<file path="src/verilog/tta_pkg.sv">
// Purpose: Shared constants, types and register map for the trigger timing and aux I/O block
// Assumes: 200 MHz sample clock, AXI4-Lite register access with 32-bit data
// Notes: Every offset, register reset value and cycle count lives here; mode, arm, packing and status bit positions do not
package tta_pkg;

	// ----------------------------------------
	// Timing
	// ----------------------------------------
	localparam int unsigned CLK_MHZ = 200;
	localparam int unsigned TIMEOUT_UNIT_US = 10;
	localparam int unsigned TICK_CYCLES = TIMEOUT_UNIT_US * CLK_MHZ;
	localparam logic [11:0] TICK_LAST = 12'(TICK_CYCLES - 1);

	// ----------------------------------------
	// Register byte offsets
	// ----------------------------------------
	localparam logic [7:0] OFS_TRIG_CFG = 8'h00;
	localparam logic [7:0] OFS_TIMEOUT = 8'h04;
	localparam logic [7:0] OFS_DELAY = 8'h08;
	localparam logic [7:0] OFS_AUX_CFG = 8'h0c;
	localparam logic [7:0] OFS_PACK = 8'h10;
	localparam logic [7:0] OFS_ACQ = 8'h14;
	localparam logic [7:0] OFS_STATUS = 8'h18;

	// ----------------------------------------
	// Field positions and reset values
	// ----------------------------------------
	localparam int F_OP_LSB = 0;
	localparam int F_SRC_LSB = 2;
	localparam int F_SLOPE_BIT = 4;
	localparam int F_ENG_STRIDE = 8;
	localparam int F_LVL_LSB = 16;
	localparam int F_PARAM_LSB = 16;
	localparam int F_RPB_LSB = 16;
	localparam logic [31:0] TRIG_CFG_MASK = 32'hffff_1f1f;
	localparam logic [31:0] TRIG_CFG_RST = 32'h8080_0000;
	localparam logic [31:0] AUX_CFG_MASK = 32'hffff_0007;
	localparam logic [31:0] AUX_CFG_RST = 32'h0000_0000;
	localparam logic [31:0] ACQ_MASK = 32'hffff_0001;
	localparam logic [31:0] ZERO_RST = 32'h0000_0000;
	localparam logic [7:0] LEVEL_ZERO_VOLT = 8'h80;
	localparam logic [1:0] RESP_OKAY = 2'b00;
	localparam logic [1:0] RESP_SLVERR = 2'b10;

	// ----------------------------------------
	// Types
	// ----------------------------------------
	typedef enum logic [1:0] {source_none = 2'h0, source_external_input = 2'h1, source_channel_a = 2'h2} tta_src_e;
	typedef enum logic [1:0] {combine_engine_j = 2'h0, combine_engine_k = 2'h1, combine_either_engine = 2'h2} tta_op_e;
	typedef enum logic [2:0] {aux_mode_trig_out = 3'h0, aux_mode_pacer = 3'h1, aux_mode_static = 3'h2,
		aux_mode_trig_enable = 3'h3, aux_mode_level_in = 3'h4} tta_aux_e;
	typedef enum logic [1:0] {packing_sixteen_bit = 2'h0, packing_eight_bit = 2'h1, packing_twelve_bit = 2'h2} tta_pack_e;
	typedef enum logic [1:0] {st_idle = 2'b00, st_wait = 2'b01, st_delay = 2'b11, st_capt = 2'b10} tta_state_e;

	typedef struct packed {
		tta_src_e src;
		logic slope_neg;
		logic [7:0] level;
	} tta_eng_cfg_s;

endpackage

</file>
<file path="src/verilog/tta_top.sv">
// Purpose: Trigger timeout, delay, aux pin modes and packing select behind AXI4-Lite
// Assumes: Sample clock ref_clk_in at 200 MHz, all pin inputs synchronous to it
// Notes: ce_in low freezes every flip-flop and holds the bus ready signals low
// Summary of operation
// Either engine can take the external trigger input as its source.
// Level is 8-bit unsigned, 128 is zero; slope picks rising or falling crossing.
// Board trigger from engine J, engine K, or either engine.
// No hardware trigger within the timeout interval fires one automatic trigger.
// Timeout counts 10 us units; zero disables it entirely.
// Software should return the timeout to zero once triggering is stable.
// After a trigger, wait the programmed sample clocks before starting capture.
// Trigger-output mode drives the trigger on the aux pin, clock aligned.
// Aux pin powers up in trigger-output mode.
// Pacer mode outputs the sample clock divided by the programmed divider.
// Software keeps the pacer divider above 2.
// Static mode drives the parameter's bit: 0 low, 1 high.
// Trigger-enable mode waits for an aux edge, then accepts one buffer of triggers.
// Level-input mode lets software read the aux pin level.
// Default packing is 16-bit words, one sample each.
// Packing selects 16-bit, packed 8-bit or packed 12-bit.
// Packing is taken when the acquisition is armed; later changes wait.
// Timeout restarts on entering the wait and clears on any hardware trigger.
//
// Design decisions made here: the AXI4-Lite slave port and the placing of the registers.
`timescale 1ns/1ps
module tta_top (
	input wire logic ref_clk_in,
	input wire logic rst_n_in,
	input wire logic ce_in,
	input wire logic [7:0] s_axi_awaddr_in,
	input wire logic s_axi_awvalid_in,
	output logic s_axi_awready_out,
	input wire logic [31:0] s_axi_wdata_in,
	input wire logic [3:0] s_axi_wstrb_in,
	input wire logic s_axi_wvalid_in,
	output logic s_axi_wready_out,
	output logic [1:0] s_axi_bresp_out,
	output logic s_axi_bvalid_out,
	input wire logic s_axi_bready_in,
	input wire logic [7:0] s_axi_araddr_in,
	input wire logic s_axi_arvalid_in,
	output logic s_axi_arready_out,
	output logic [31:0] s_axi_rdata_out,
	output logic [1:0] s_axi_rresp_out,
	output logic s_axi_rvalid_out,
	input wire logic s_axi_rready_in,
	input wire logic [7:0] external_trigger_input_in,
	input wire logic [7:0] ch_a_code_in,
	input wire logic aux_in,
	output logic aux_out,
	output logic aux_oe_out,
	output logic trigger_out,
	output logic record_start_out,
	output logic [1:0] sample_packing_select_out
);

	// ----------------------------------------
	// Declarations
	// ----------------------------------------
	logic aw_hold_r;
	logic [7:0] aw_addr_r;
	logic w_hold_r;
	logic [31:0] w_data_r;
	logic [3:0] w_strb_r;
	logic wr_go;
	logic wr_hit;
	logic [31:0] rd_data;
	logic rd_hit;
	logic [31:0] trig_cfg_r;
	logic [31:0] timeout_r;
	logic [31:0] delay_r;
	logic [31:0] aux_cfg_r;
	logic [1:0] pack_sel_r;
	logic [31:0] acq_r;
	tta_pkg::tta_eng_cfg_s eng_cfg [2];
	logic [1:0] eng_ev;
	tta_pkg::tta_state_e state_r;
	tta_pkg::tta_aux_e aux_mode;
	logic [15:0] aux_param;
	logic armed;
	logic hw_trig;
	logic gate_ok;
	logic hw_ok;
	logic to_fire;
	logic accept;
	logic [11:0] tick_cnt_r;
	logic [31:0] to_cnt_r;
	logic [31:0] dly_cnt_r;
	logic [15:0] win_cnt_r;
	logic win_open;
	logic aux_prev_r;
	logic aux_edge;
	logic [15:0] pac_cnt_r;
	logic aux_lvl_r;

	// Byte-lane merge for partial writes
	function automatic logic [31:0] wmerge(input logic [31:0] old, input logic [31:0] d, input logic [3:0] s);
		for (int i = 0; i < 4; i++)
			if (s[i])
				old[i*8 +: 8] = d[i*8 +: 8];
		return old;
	endfunction

	// ----------------------------------------
	// AXI4-Lite slave
	// ----------------------------------------
	// Ready held low while frozen so no handshake is lost
	assign s_axi_awready_out = ce_in && !aw_hold_r;
	assign s_axi_wready_out = ce_in && !w_hold_r;
	assign s_axi_arready_out = ce_in && !s_axi_rvalid_out;
	assign wr_go = aw_hold_r && w_hold_r && !s_axi_bvalid_out;

	// Address and data captured independently, in either order
	always_ff @(posedge ref_clk_in or negedge rst_n_in)
	begin
		if (!rst_n_in)
		begin
			aw_hold_r <= 1'b0;
			aw_addr_r <= 8'h00;
			w_hold_r <= 1'b0;
			w_data_r <= 32'h0000_0000;
			w_strb_r <= 4'h0;
		end
		else if (ce_in)
		begin
			if (s_axi_awvalid_in && !aw_hold_r)
			begin
				aw_hold_r <= 1'b1;
				aw_addr_r <= s_axi_awaddr_in;
			end
			else if (wr_go)
				aw_hold_r <= 1'b0;
			if (s_axi_wvalid_in && !w_hold_r)
			begin
				w_hold_r <= 1'b1;
				w_data_r <= s_axi_wdata_in;
				w_strb_r <= s_axi_wstrb_in;
			end
			else if (wr_go)
				w_hold_r <= 1'b0;
		end
	end

	// Write response, one outstanding
	always_ff @(posedge ref_clk_in or negedge rst_n_in)
	begin
		if (!rst_n_in)
		begin
			s_axi_bvalid_out <= 1'b0;
			s_axi_bresp_out <= tta_pkg::RESP_OKAY;
		end
		else if (ce_in)
		begin
			if (wr_go)
			begin
				s_axi_bvalid_out <= 1'b1;
				s_axi_bresp_out <= wr_hit ? tta_pkg::RESP_OKAY : tta_pkg::RESP_SLVERR;
			end
			else if (s_axi_bready_in)
				s_axi_bvalid_out <= 1'b0;
		end
	end

	// Writable offsets; status is read only
	always_comb
	begin
		case (aw_addr_r)
			tta_pkg::OFS_TRIG_CFG, tta_pkg::OFS_TIMEOUT, tta_pkg::OFS_DELAY,
			tta_pkg::OFS_AUX_CFG, tta_pkg::OFS_PACK, tta_pkg::OFS_ACQ: wr_hit = 1'b1;
			default: wr_hit = 1'b0;
		endcase
	end

	// Read mux, unmapped reads return zero with an error
	always_comb
	begin
		rd_hit = 1'b1;
		case (s_axi_araddr_in)
			tta_pkg::OFS_TRIG_CFG: rd_data = trig_cfg_r;
			tta_pkg::OFS_TIMEOUT: rd_data = timeout_r;
			tta_pkg::OFS_DELAY: rd_data = delay_r;
			tta_pkg::OFS_AUX_CFG: rd_data = aux_cfg_r;
			tta_pkg::OFS_PACK: rd_data = {30'h0, pack_sel_r};
			tta_pkg::OFS_ACQ: rd_data = acq_r;
			tta_pkg::OFS_STATUS: rd_data = {25'h0, armed, sample_packing_select_out, win_open, state_r,
				(aux_mode == tta_pkg::aux_mode_level_in) && aux_lvl_r};
			default:
			begin
				rd_data = 32'h0000_0000;
				rd_hit = 1'b0;
			end
		endcase
	end

	// Read data registered, held until rready
	always_ff @(posedge ref_clk_in or negedge rst_n_in)
	begin
		if (!rst_n_in)
		begin
			s_axi_rvalid_out <= 1'b0;
			s_axi_rdata_out <= 32'h0000_0000;
			s_axi_rresp_out <= tta_pkg::RESP_OKAY;
		end
		else if (ce_in)
		begin
			if (s_axi_arvalid_in && !s_axi_rvalid_out)
			begin
				s_axi_rvalid_out <= 1'b1;
				s_axi_rdata_out <= rd_data;
				s_axi_rresp_out <= rd_hit ? tta_pkg::RESP_OKAY : tta_pkg::RESP_SLVERR;
			end
			else if (s_axi_rready_in)
				s_axi_rvalid_out <= 1'b0;
		end
	end

	// ----------------------------------------
	// Configuration registers
	// ----------------------------------------
	// Power-on: trigger output on aux, 16-bit packing, timeout off
	always_ff @(posedge ref_clk_in or negedge rst_n_in)
	begin
		if (!rst_n_in)
		begin
			trig_cfg_r <= tta_pkg::TRIG_CFG_RST;
			timeout_r <= tta_pkg::ZERO_RST;
			delay_r <= tta_pkg::ZERO_RST;
			aux_cfg_r <= tta_pkg::AUX_CFG_RST;
			pack_sel_r <= tta_pkg::packing_sixteen_bit;
			acq_r <= tta_pkg::ZERO_RST;
		end
		else if (ce_in && wr_go)
		begin
			case (aw_addr_r)
				tta_pkg::OFS_TRIG_CFG: trig_cfg_r <= wmerge(trig_cfg_r, w_data_r, w_strb_r) & tta_pkg::TRIG_CFG_MASK;
				tta_pkg::OFS_TIMEOUT: timeout_r <= wmerge(timeout_r, w_data_r, w_strb_r);
				tta_pkg::OFS_DELAY: delay_r <= wmerge(delay_r, w_data_r, w_strb_r);
				tta_pkg::OFS_AUX_CFG: aux_cfg_r <= wmerge(aux_cfg_r, w_data_r, w_strb_r) & tta_pkg::AUX_CFG_MASK;
				tta_pkg::OFS_PACK: if (w_strb_r[0]) pack_sel_r <= w_data_r[1:0];
				tta_pkg::OFS_ACQ: acq_r <= wmerge(acq_r, w_data_r, w_strb_r) & tta_pkg::ACQ_MASK;
				default: ;
			endcase
		end
	end

	assign aux_mode = tta_pkg::tta_aux_e'(aux_cfg_r[2:0]);
	assign aux_param = aux_cfg_r[tta_pkg::F_PARAM_LSB +: 16];
	assign armed = acq_r[0];

	// ----------------------------------------
	// Trigger engines and combining
	// ----------------------------------------
	for (genvar g = 0; g < 2; g++)
	begin : g_eng
		assign eng_cfg[g] = '{src: tta_pkg::tta_src_e'(trig_cfg_r[tta_pkg::F_SRC_LSB + g*tta_pkg::F_ENG_STRIDE +: 2]),
			slope_neg: trig_cfg_r[tta_pkg::F_SLOPE_BIT + g*tta_pkg::F_ENG_STRIDE],
			level: trig_cfg_r[tta_pkg::F_LVL_LSB + g*8 +: 8]};
		tta_trig_engine u_eng (
			.ref_clk_in(ref_clk_in),
			.rst_n_in(rst_n_in),
			.ce_in(ce_in),
			.cfg_in(eng_cfg[g]),
			.ext_code_in(external_trigger_input_in),
			.ch_a_code_in(ch_a_code_in),
			.event_out(eng_ev[g])
		);
	end

	// Board trigger from the selected engine combination
	always_comb
	begin
		case (tta_pkg::tta_op_e'(trig_cfg_r[tta_pkg::F_OP_LSB +: 2]))
			tta_pkg::combine_engine_j: hw_trig = eng_ev[0];
			tta_pkg::combine_engine_k: hw_trig = eng_ev[1];
			tta_pkg::combine_either_engine: hw_trig = |eng_ev;
			default: hw_trig = 1'b0;
		endcase
	end

	// Enable window gates both hardware and automatic triggers
	assign gate_ok = (aux_mode != tta_pkg::aux_mode_trig_enable) || win_open;
	assign hw_ok = hw_trig && gate_ok;
	assign to_fire = gate_ok && (timeout_r != 32'h0) && (to_cnt_r == timeout_r);
	assign accept = (state_r == tta_pkg::st_wait) && armed && (hw_ok || to_fire);

	// ----------------------------------------
	// Timeout counter, 10 us ticks
	// ----------------------------------------
	// Restarts when not waiting, on a hardware trigger, or while the window is shut
	always_ff @(posedge ref_clk_in or negedge rst_n_in)
	begin
		if (!rst_n_in)
		begin
			tick_cnt_r <= 12'h000;
			to_cnt_r <= 32'h0;
		end
		else if (ce_in)
		begin
			if (state_r != tta_pkg::st_wait || hw_trig || accept || !gate_ok)
			begin
				tick_cnt_r <= 12'h000;
				to_cnt_r <= 32'h0;
			end
			else if (timeout_r != 32'h0 && tick_cnt_r == tta_pkg::TICK_LAST)
			begin
				tick_cnt_r <= 12'h000;
				to_cnt_r <= to_cnt_r + 32'h1;
			end
			else if (timeout_r != 32'h0)
				tick_cnt_r <= tick_cnt_r + 12'h001;
		end
	end

	// ----------------------------------------
	// Acquisition sequencer
	// ----------------------------------------
	// One record per accepted trigger, record_start_out delay_r + 1 sample clocks after trigger_out
	always_ff @(posedge ref_clk_in or negedge rst_n_in)
	begin
		if (!rst_n_in)
		begin
			state_r <= tta_pkg::st_idle;
			dly_cnt_r <= 32'h0;
		end
		else if (ce_in)
		begin
			case (state_r)
				tta_pkg::st_idle:
					if (armed)
						state_r <= tta_pkg::st_wait;
				tta_pkg::st_wait:
					if (!armed)
						state_r <= tta_pkg::st_idle;
					else if (accept)
					begin
						state_r <= tta_pkg::st_delay;
						dly_cnt_r <= 32'h0;
					end
				tta_pkg::st_delay:
					if (dly_cnt_r >= delay_r)
						state_r <= tta_pkg::st_capt;
					else
						dly_cnt_r <= dly_cnt_r + 32'h1;
				tta_pkg::st_capt:
					state_r <= armed ? tta_pkg::st_wait : tta_pkg::st_idle;
				default:
					state_r <= tta_pkg::st_idle;
			endcase
		end
	end

	assign record_start_out = (state_r == tta_pkg::st_capt);

	// Packing taken only as the acquisition arms; mid-run writes wait
	always_ff @(posedge ref_clk_in or negedge rst_n_in)
	begin
		if (!rst_n_in)
			sample_packing_select_out <= tta_pkg::packing_sixteen_bit;
		else if (ce_in && state_r == tta_pkg::st_idle && armed)
			sample_packing_select_out <= (pack_sel_r == 2'h3) ? tta_pkg::packing_sixteen_bit : pack_sel_r;
	end

	// ----------------------------------------
	// Trigger enable window
	// ----------------------------------------
	// Edges during an open window are ignored, not queued
	assign aux_edge = aux_param[0] ? (aux_prev_r && !aux_in) : (!aux_prev_r && aux_in);
	assign win_open = (win_cnt_r != 16'h0);

	always_ff @(posedge ref_clk_in or negedge rst_n_in)
	begin
		if (!rst_n_in)
		begin
			aux_prev_r <= 1'b0;
			win_cnt_r <= 16'h0;
		end
		else if (ce_in)
		begin
			aux_prev_r <= aux_in;
			if (!armed || aux_mode != tta_pkg::aux_mode_trig_enable)
				win_cnt_r <= 16'h0;
			else if (!win_open && aux_edge)
				win_cnt_r <= acq_r[tta_pkg::F_RPB_LSB +: 16];
			else if (accept && win_open)
				win_cnt_r <= win_cnt_r - 16'h1;
		end
	end

	// ----------------------------------------
	// Aux pin drive
	// ----------------------------------------
	// Divider below 3 is not supported; 1 and 2 wrap early, 0 runs the full 16-bit count
	always_ff @(posedge ref_clk_in or negedge rst_n_in)
	begin
		if (!rst_n_in)
			pac_cnt_r <= 16'h0;
		else if (ce_in)
		begin
			if (aux_mode != tta_pkg::aux_mode_pacer || pac_cnt_r >= aux_param - 16'h1)
				pac_cnt_r <= 16'h0;
			else
				pac_cnt_r <= pac_cnt_r + 16'h1;
		end
	end

	// Pin output registered on the sample clock per mode
	always_ff @(posedge ref_clk_in or negedge rst_n_in)
	begin
		if (!rst_n_in)
		begin
			aux_out <= 1'b0;
			aux_oe_out <= 1'b1;
			trigger_out <= 1'b0;
			aux_lvl_r <= 1'b0;
		end
		else if (ce_in)
		begin
			trigger_out <= accept;
			aux_lvl_r <= aux_in;
			case (aux_mode)
				tta_pkg::aux_mode_trig_out:
				begin
					aux_out <= accept;
					aux_oe_out <= 1'b1;
				end
				tta_pkg::aux_mode_pacer:
				begin
					aux_out <= (pac_cnt_r < {1'b0, aux_param[15:1]});
					aux_oe_out <= 1'b1;
				end
				tta_pkg::aux_mode_static:
				begin
					aux_out <= aux_param[0];
					aux_oe_out <= 1'b1;
				end
				default:
				begin
					aux_out <= 1'b0;
					aux_oe_out <= 1'b0;
				end
			endcase
		end
	end
endmodule

</file>
<file path="src/verilog/tta_trig_engine.sv">
// Purpose: One trigger engine, level crossing detector on a selectable 8-bit source
// Assumes: Source codes are unsigned, 128 is zero volts
// Notes: Event is a one-cycle registered pulse
`timescale 1ns/1ps
module tta_trig_engine (
	input wire logic ref_clk_in,
	input wire logic rst_n_in,
	input wire logic ce_in,
	input wire tta_pkg::tta_eng_cfg_s cfg_in,
	input wire logic [7:0] ext_code_in,
	input wire logic [7:0] ch_a_code_in,
	output logic event_out
);

	logic [7:0] code;
	logic [7:0] prev_r;
	logic valid_r;
	tta_pkg::tta_src_e src_r;

	// Source select, external input is a full source
	always_comb
	begin
		case (cfg_in.src)
			tta_pkg::source_external_input: code = ext_code_in;
			tta_pkg::source_channel_a: code = ch_a_code_in;
			default: code = cfg_in.level;
		endcase
	end

	// Crossing detect; valid_r and src_r block a false edge right after any source change
	always_ff @(posedge ref_clk_in or negedge rst_n_in)
	begin
		if (!rst_n_in)
		begin
			prev_r <= tta_pkg::LEVEL_ZERO_VOLT;
			valid_r <= 1'b0;
			src_r <= tta_pkg::source_none;
			event_out <= 1'b0;
		end
		else if (ce_in)
		begin
			prev_r <= code;
			src_r <= cfg_in.src;
			valid_r <= (cfg_in.src != tta_pkg::source_none);
			if (!valid_r || cfg_in.src == tta_pkg::source_none || cfg_in.src != src_r)
				event_out <= 1'b0;
			else if (cfg_in.slope_neg)
				event_out <= (prev_r >= cfg_in.level) && (code < cfg_in.level);
			else
				event_out <= (prev_r <= cfg_in.level) && (code > cfg_in.level);
		end
	end

endmodule
</file>
<file path="config.mk">
export PLATFORM = sky130hd
export DESIGN_NAME = tta_top
export DESIGN_NICKNAME = d
export VERILOG_FILES = /design/src/verilog/tta_pkg.sv /design/src/verilog/tta_top.sv /design/src/verilog/tta_trig_engine.sv
export SDC_FILE = /design/constraint.sdc
export NUM_CORES = 1
export LEC_CHECK = 0
export ABC_AREA = 1
export BUFFER_PORTS_ARGS = -buffer_cell sky130_fd_sc_hd__buf_2
export CAP_MARGIN = 20
export CORE_ASPECT_RATIO = 1.75
export CORE_UTILIZATION = 35
export CTS_CLUSTER_DIAMETER = 30
export DETAILED_ROUTE_END_ITERATION = 12
export RECOVER_POWER = 100
export SLEW_MARGIN = 40
export SYNTH_ARGS = -nofsm -noshare
export SYNTH_HDL_FRONTEND = slang
export SYNTH_SLANG_ARGS = --single-unit
</file>
<file path="constraint.sdc">
create_clock -name ref_clk_in -period 7.7 [get_ports ref_clk_in]
set_clock_uncertainty 0.1 [all_clocks]
set_input_delay 1.155 -clock ref_clk_in [delete_from_list [all_inputs] [get_ports ref_clk_in]]
set_output_delay 1.155 -clock ref_clk_in [all_outputs]
set_load 0.005 [all_outputs]
</file>
Word-level counts from Yosys, hierarchy flattened. Index checks and enable logic that the tools add are counted.

Magnitude comparators: 11. Reduce and logical (&&, ||, !) cells: 103. Add/subtract/negate cells: 6. Mux-type cells: 42. Equal/unequal tests: 37.

Operators by type and width (number): 32-bit one-hot mux with 7 select lines (1); 32-bit 2-to-1 mux (5); 32-bit by 1-bit adder with 32-bit output, second input constant (2); 16-bit 2-to-1 mux (4); 32-bit one-hot mux with 2 select lines (1); 3-bit AND reduction (19); 8-bit by 5-bit equality test with 1-bit output, second input constant (5); 12-bit 2-to-1 mux (3); 32-bit equality test (1); 8-bit by 4-bit equality test with 1-bit output, second input constant (4); 32-bit >= comparator (1); 8-bit one-hot mux with 2 select lines (2); 32-bit nonzero test (1); 16-bit by 1-bit subtractor with 16-bit output, second input constant (2); 1-bit logical AND (26); 2-bit AND reduction (11); 16-bit by 1-bit adder with 16-bit output, second input constant (1); 8-bit by 3-bit equality test with 1-bit output, second input constant (2); 16-bit >= comparator (1); 8-bit >= comparator (2); 8-bit > comparator (2); 8-bit less-or-equal comparator (2); 8-bit logical NOT (2); 16-bit by 15-bit less-than comparator with 1-bit output (1); 31 further kinds (98).

Output and inout port bits: 47. Logic and storage cells: 247. Register bits: 352. Bits of input ports: 77.

Depth between registers and ports, before layout.
Depth after elaboration: 10. Gate-level depth with buffers: 22. Gate-level depth less buffers: 21.

By module. A second synthesis with hierarchy kept.

Cells, all modules: 2755. Area total of the unflattened synthesis: 20721.1 µm².

By module, submodules not included: tta_top (cells each 2428, times used 1, area an instance 18492.7 µm²); tta_trig_engine (g_eng[1].u_eng) (cells each 164, times used 1, area an instance 1116.1 µm²); tta_trig_engine (g_eng[0].u_eng) (cells each 163, times used 1, area an instance 1112.3 µm²).

Worst setup path after synthesis. OpenSTA, ideal clock, no wires.

Kind: reg2reg. From: reg aux_cfg_r[16]. To: reg pac_cnt_r[13]. Arrival: 3.140 ns. Period minus slack after synthesis: 3.372 ns. Path slack: 4.328 ns. Stages on the path, launching flop included: 23. Cell sequence: dfrtp_1 inv_1 ha_1 nand3_1 nor3_1 nand3_1 nor2_1 nand2_1 nor3_1 nand3_1 xor2_1 inv_1 ha_1 nand2_1 inv_1 nand3_1 nor3_1 nand3_1 nand4_1 nand2_1 inv_1 clkbuf_1 nor2_1.

Longest elaborated chain between the ends: 4.

RTL lines: start: declaration (line tta_top.sv:72) `logic [31:0] aux_cfg_r;`; start signal: assignment (line tta_top.sv:228) `aux_cfg_r <= tta_pkg::AUX_CFG_RST;`; start signal: assignment (line tta_top.sv:238) `tta_pkg::OFS_AUX_CFG: aux_cfg_r <= wmerge(aux_cfg_r, w_data_r, w_strb_r) & tta_pkg::AUX_CFG_MASK;`; 16-bit by 1-bit subtractor with 16-bit output (line tta_top.sv:399) `if (aux_mode != tta_pkg::aux_mode_pacer || pac_cnt_r >= aux_param - 16'h1)`; 16-bit >= comparator (line tta_top.sv:399); 1-bit logical OR (line tta_top.sv:399); 16-bit 2-to-1 mux (line tta_top.sv:399); end signal: assignment (line tta_top.sv:402) `pac_cnt_r <= pac_cnt_r + 16'h1;`; end: declaration (line tta_top.sv:93) `logic [15:0] pac_cnt_r;`.

Every way passes these cells. A chain may end at the register's enable or synchronous reset.

Worst setup path after layout.
From: in ce_in. To: out s_axi_wready_out.

Longest elaborated chain between the ends: 1.

RTL lines: start: declaration (line tta_top.sv:29) `input wire logic ce_in,`; 1-bit logical AND (line tta_top.sv:109) `assign s_axi_wready_out = ce_in && !w_hold_r;`; end: declaration (line tta_top.sv:36) `output logic s_axi_wready_out,`.

Every way passes these cells.

==> impl_metrics.py <==
metrics = {
    "cts": {
        "cts_buffers": 61,
        "clock_latency_ns": 0.61,
        "cts_setup_buffers": 0,
        "cts_sinks": 350,
        "cts_resized": 0,
        "tritoncts": "done",
        "cts_buffer_depth": 3,
        "htreeDepth": 2,
        "cts_hold_buf": 0,
        "root_buffer": "clkbuf_16",
        "path_clk_slew_ns": 0.05,
    },
    "worst_setup_path": {
        "crit_buf_inv": 4,
        "slowest_delay_ns": 1.81,
        "crit_chain": "clkbuf_1 > clkinv_1 > clkbuf_1 > nor2_1 > clkbuf_1",
        "cpMostUsedCell": "clkbuf_1",
        "critPathSlowestCell": "clkbuf_1",
        "cp.arrival_ns": 4.25,
        "crit_fanout": 58,
        "path_class": "input port to output port",
        "critPathCaptureType": "output port",
        "cp_top_family": "buffers and inverters",
        "crit_path_start_kind": "input port",
        "required_ns": 6.44,
    },
    "sta": {
        "worst_slack_ns": 2.198,
        "worst_slew_pin_slew_ns": 3.224,
        "setup_viol": 0,
        "rsz0062_at_grt": "false",
        "slew_violations": 167,
        "fmax_mhz": 181.8,
        "period_needed_ns": 5.502,
        "fin_crit_sh_pct": 71.45,
        "hold_violations": 0,
        "maxSlewHeadroom_pct": -115.0,
        "fin_setup_tns_ns": 0,
    },
    "floorplanning": {
        "core_mm2": 0.05812,
        "die_w_um": 185.2,
        "placementRows": 117,
        "die_area_mm2": 0.05977,
        "boundaryPins": 124,
        "die_h_um": 322.7,
        "start_util_pct": 35.39,
    },
    "drt": {
        "wl_per_cell_um": 18.95,
        "drt-initial-drc-count": 1306,
        "dr.pass1.iters": 5,
        "ant_nets": 0,
        "vias": 18410,
        "drc": 0,
        "via_per_inst": 5.091,
        "wl_um": 68550,
    },
    "power": {
        "ir_drop_mv": 0.1709,
        "p_leak_uw": 0.01119,
        "power_density_mw_per_mm2": 307.6,
    },
    "placement": {
        "gp_congestion": 0.9466,
        "portBuffers": 121,
        "dp_hpwl_um": 51990,
        "dp.cells": 3501,
        "dp_slack_ns": 3.869,
    },
    "final_layout": {
        "drive_above_1_share_pct": 8.794,
        "syn2layout_area_growth_pct": 16.56,
        "fin_nets": 2974,
        "fin_cells": 3617,
    },
    "yosys": {
        "synth_flop_cell": "dfrtp_1",
        "ys_ff_latch": 350,
        "synth_common_cells": "nand2_1, dfrtp_1, inv_1",
        "yosysSeqAreaShare_pct": 42.61,
        "synth_area_leaders": "dfrtp_1, nand2_1, ha_1",
        "synth_edf_count": 0,
        "synth_area_mm2": 0.02057,
        "syn_inst": 2697,
        "yosysUniqueCellTypes": 55,
        "synth_top_area_share_pct": 41.98,
        "synth-warning-count": 0,
        "async_flop_share_pct": 100.0,
        "synth_area_leader_cell": "dfrtp_1",
        "synth.most_common_cell": "nand2_1",
        "syn_avg_cell_area_um2": 7.626,
    },
    "global_routing": {
        "grt_pass1_wl_um": 105800,
        "grt_pass1_vias": 18210,
        "grt_overflow": 0,
        "grt_start_max_net_pins": 124,
        "grt_antenna_before_repair": 1,
        "grt.total_usage_pct": 23.43,
    },
    "outcome": {
        "violations": "capacitance limit, slew limit",
        "status": "finished, violations left",
    },
    "flow_run": {
        "cap_violations": 3,
    },
    "min_path": {
        "hp-class": "flop to flop",
    },
}
## worst reg2reg max path, delay by kind of cell, from the launching register on
kind                       cells  cell delay [ns]
and+or+nand+nor               11             2.25
buffers and inverters          2             0.83
adders and majority gates      1             0.24
DFF                            1             0.41
## cells in the final DEF, fill, tap and decap left out, types with 18 or more instances in the layout
master       n
buf_2       89
a21oi_1    107
xor2_1      70
nand2_1    722
clkbuf_16   63
inv_1      277
nand4_1     30
nor4_1      18
dfrtp_1    345
nand3_1    154
o22ai_1     25
ha_1       106
xnor2_1     41
nand3b_1    19
clkbuf_1    42
nor2_1     257
o21ai_0    252
nor3_1      69
## where the power goes
group	internal (µW)	total [µW]	switching, µW
Combinational	628	2050	1420
Clock	1920	2930	1010
Sequential	2150	2390	246
## final cells by class
type                            count  area [µm²]
Sequential cell                   350        8765
Multi-Input combinational cell   1964       10300
Clock inverter                     38       538.0
Timing Repair Buffer              129       655.6
Tap cell                          773       967.2
Antenna cell                        1       2.502
Clock buffer                       77        1679
Inverter                          285        1070
Fill cell                        6087       34140
## metrics by stage
step | power [µW] | hold WS (ns) | utilization, % | instance area [µm²]
2_1_floorplan | 3724 | 0.3494 | - | 20570
3_3_place_gp | 4455 | 0.3652 | 37.47 | 21770
3_5_place_dp | 4484 | 0.3685 | 37.53 | 21810
4_1_cts | 7437 | 0.3467 | 41.35 | 24030
5_1_grt | 7793 | 0.4060 | 41.25 | 23970
6_report | 7374 | 0.3816 | 41.25 | 23970
## cell families (layout without fill, tap and decap cells)
family | after synthesis | count (layout) | synth area share (%)
AO/OA/AOI/OAI | 430 | 430 | 11.26
XOR/XNOR | 111 | 111 | 4.727
adder cells (fa/ha/maj) | 106 | 106 | 6.448
buffers and inverters | 384 | 529 | 7.422
flip-flops | 350 | 350 | 42.61
multiplexers | 6 | 6 | 0.3285
other | 1 | 3 | 0.01823
AND/OR/NAND/NOR | 1309 | 1309 | 27.18
## registers in the layout (all words and copies together) (netlist names), 2 cells and up
name	count
state_r	2
pack_sel_r	2
acq_r	17
w_strb_r	4
g_eng.u_eng.event_out	2
g_eng.u_eng.prev_r	16
dly_cnt_r	32
g_eng.u_eng.valid_r	2
timeout_r	32
sample_packing_select_out	2
to_cnt_r	32
g_eng.u_eng.src_r	4
pac_cnt_r	16
tick_cnt_r	12
delay_r	32
s_axi_rdata_out	32
aux_cfg_r	19
w_data_r	32
aw_addr_r	8
win_cnt_r	16
trig_cfg_r	26
## final timing paths
| kind | from | slack, ns | depth (start not counted) | end |
|---|---|---|---|---|
| min in group asynchronous | rst_n_in | 1.29 | 1 | tick_cnt_r[10]$_DFFE_PN0P_ |
| min reg2reg | delay_r[2]$_DFFE_PN0P_ | 0.38 | 2 | delay_r[2]$_DFFE_PN0P_ |
| min | delay_r[2]$_DFFE_PN0P_ | 0.38 | 2 | delay_r[2]$_DFFE_PN0P_ |
| max | ce_in | 2.20 | 5 | s_axi_wready_out |
| max reg2reg | win_cnt_r[0]$_DFFE_PN0P_ | 3.73 | 14 | dly_cnt_r[7]$_DFFE_PN0P_ |
| max in group asynchronous | rst_n_in | 4.13 | 3 | s_axi_bresp_out[1]$_DFFE_PN0P_ |
## per-layer routing
layer	GRT usage [%]	routed length [µm]	share of wire, %	vias to the layer above
met2	42.13	35130	51	523
met5	0	0	0	-
met3	2.924	2983	4.4	192
met4	15.56	4878	7.1	0
li1	-	-	-	9001
met1	25.42	25560	37	8697
(Power assumes the default switching activity.)
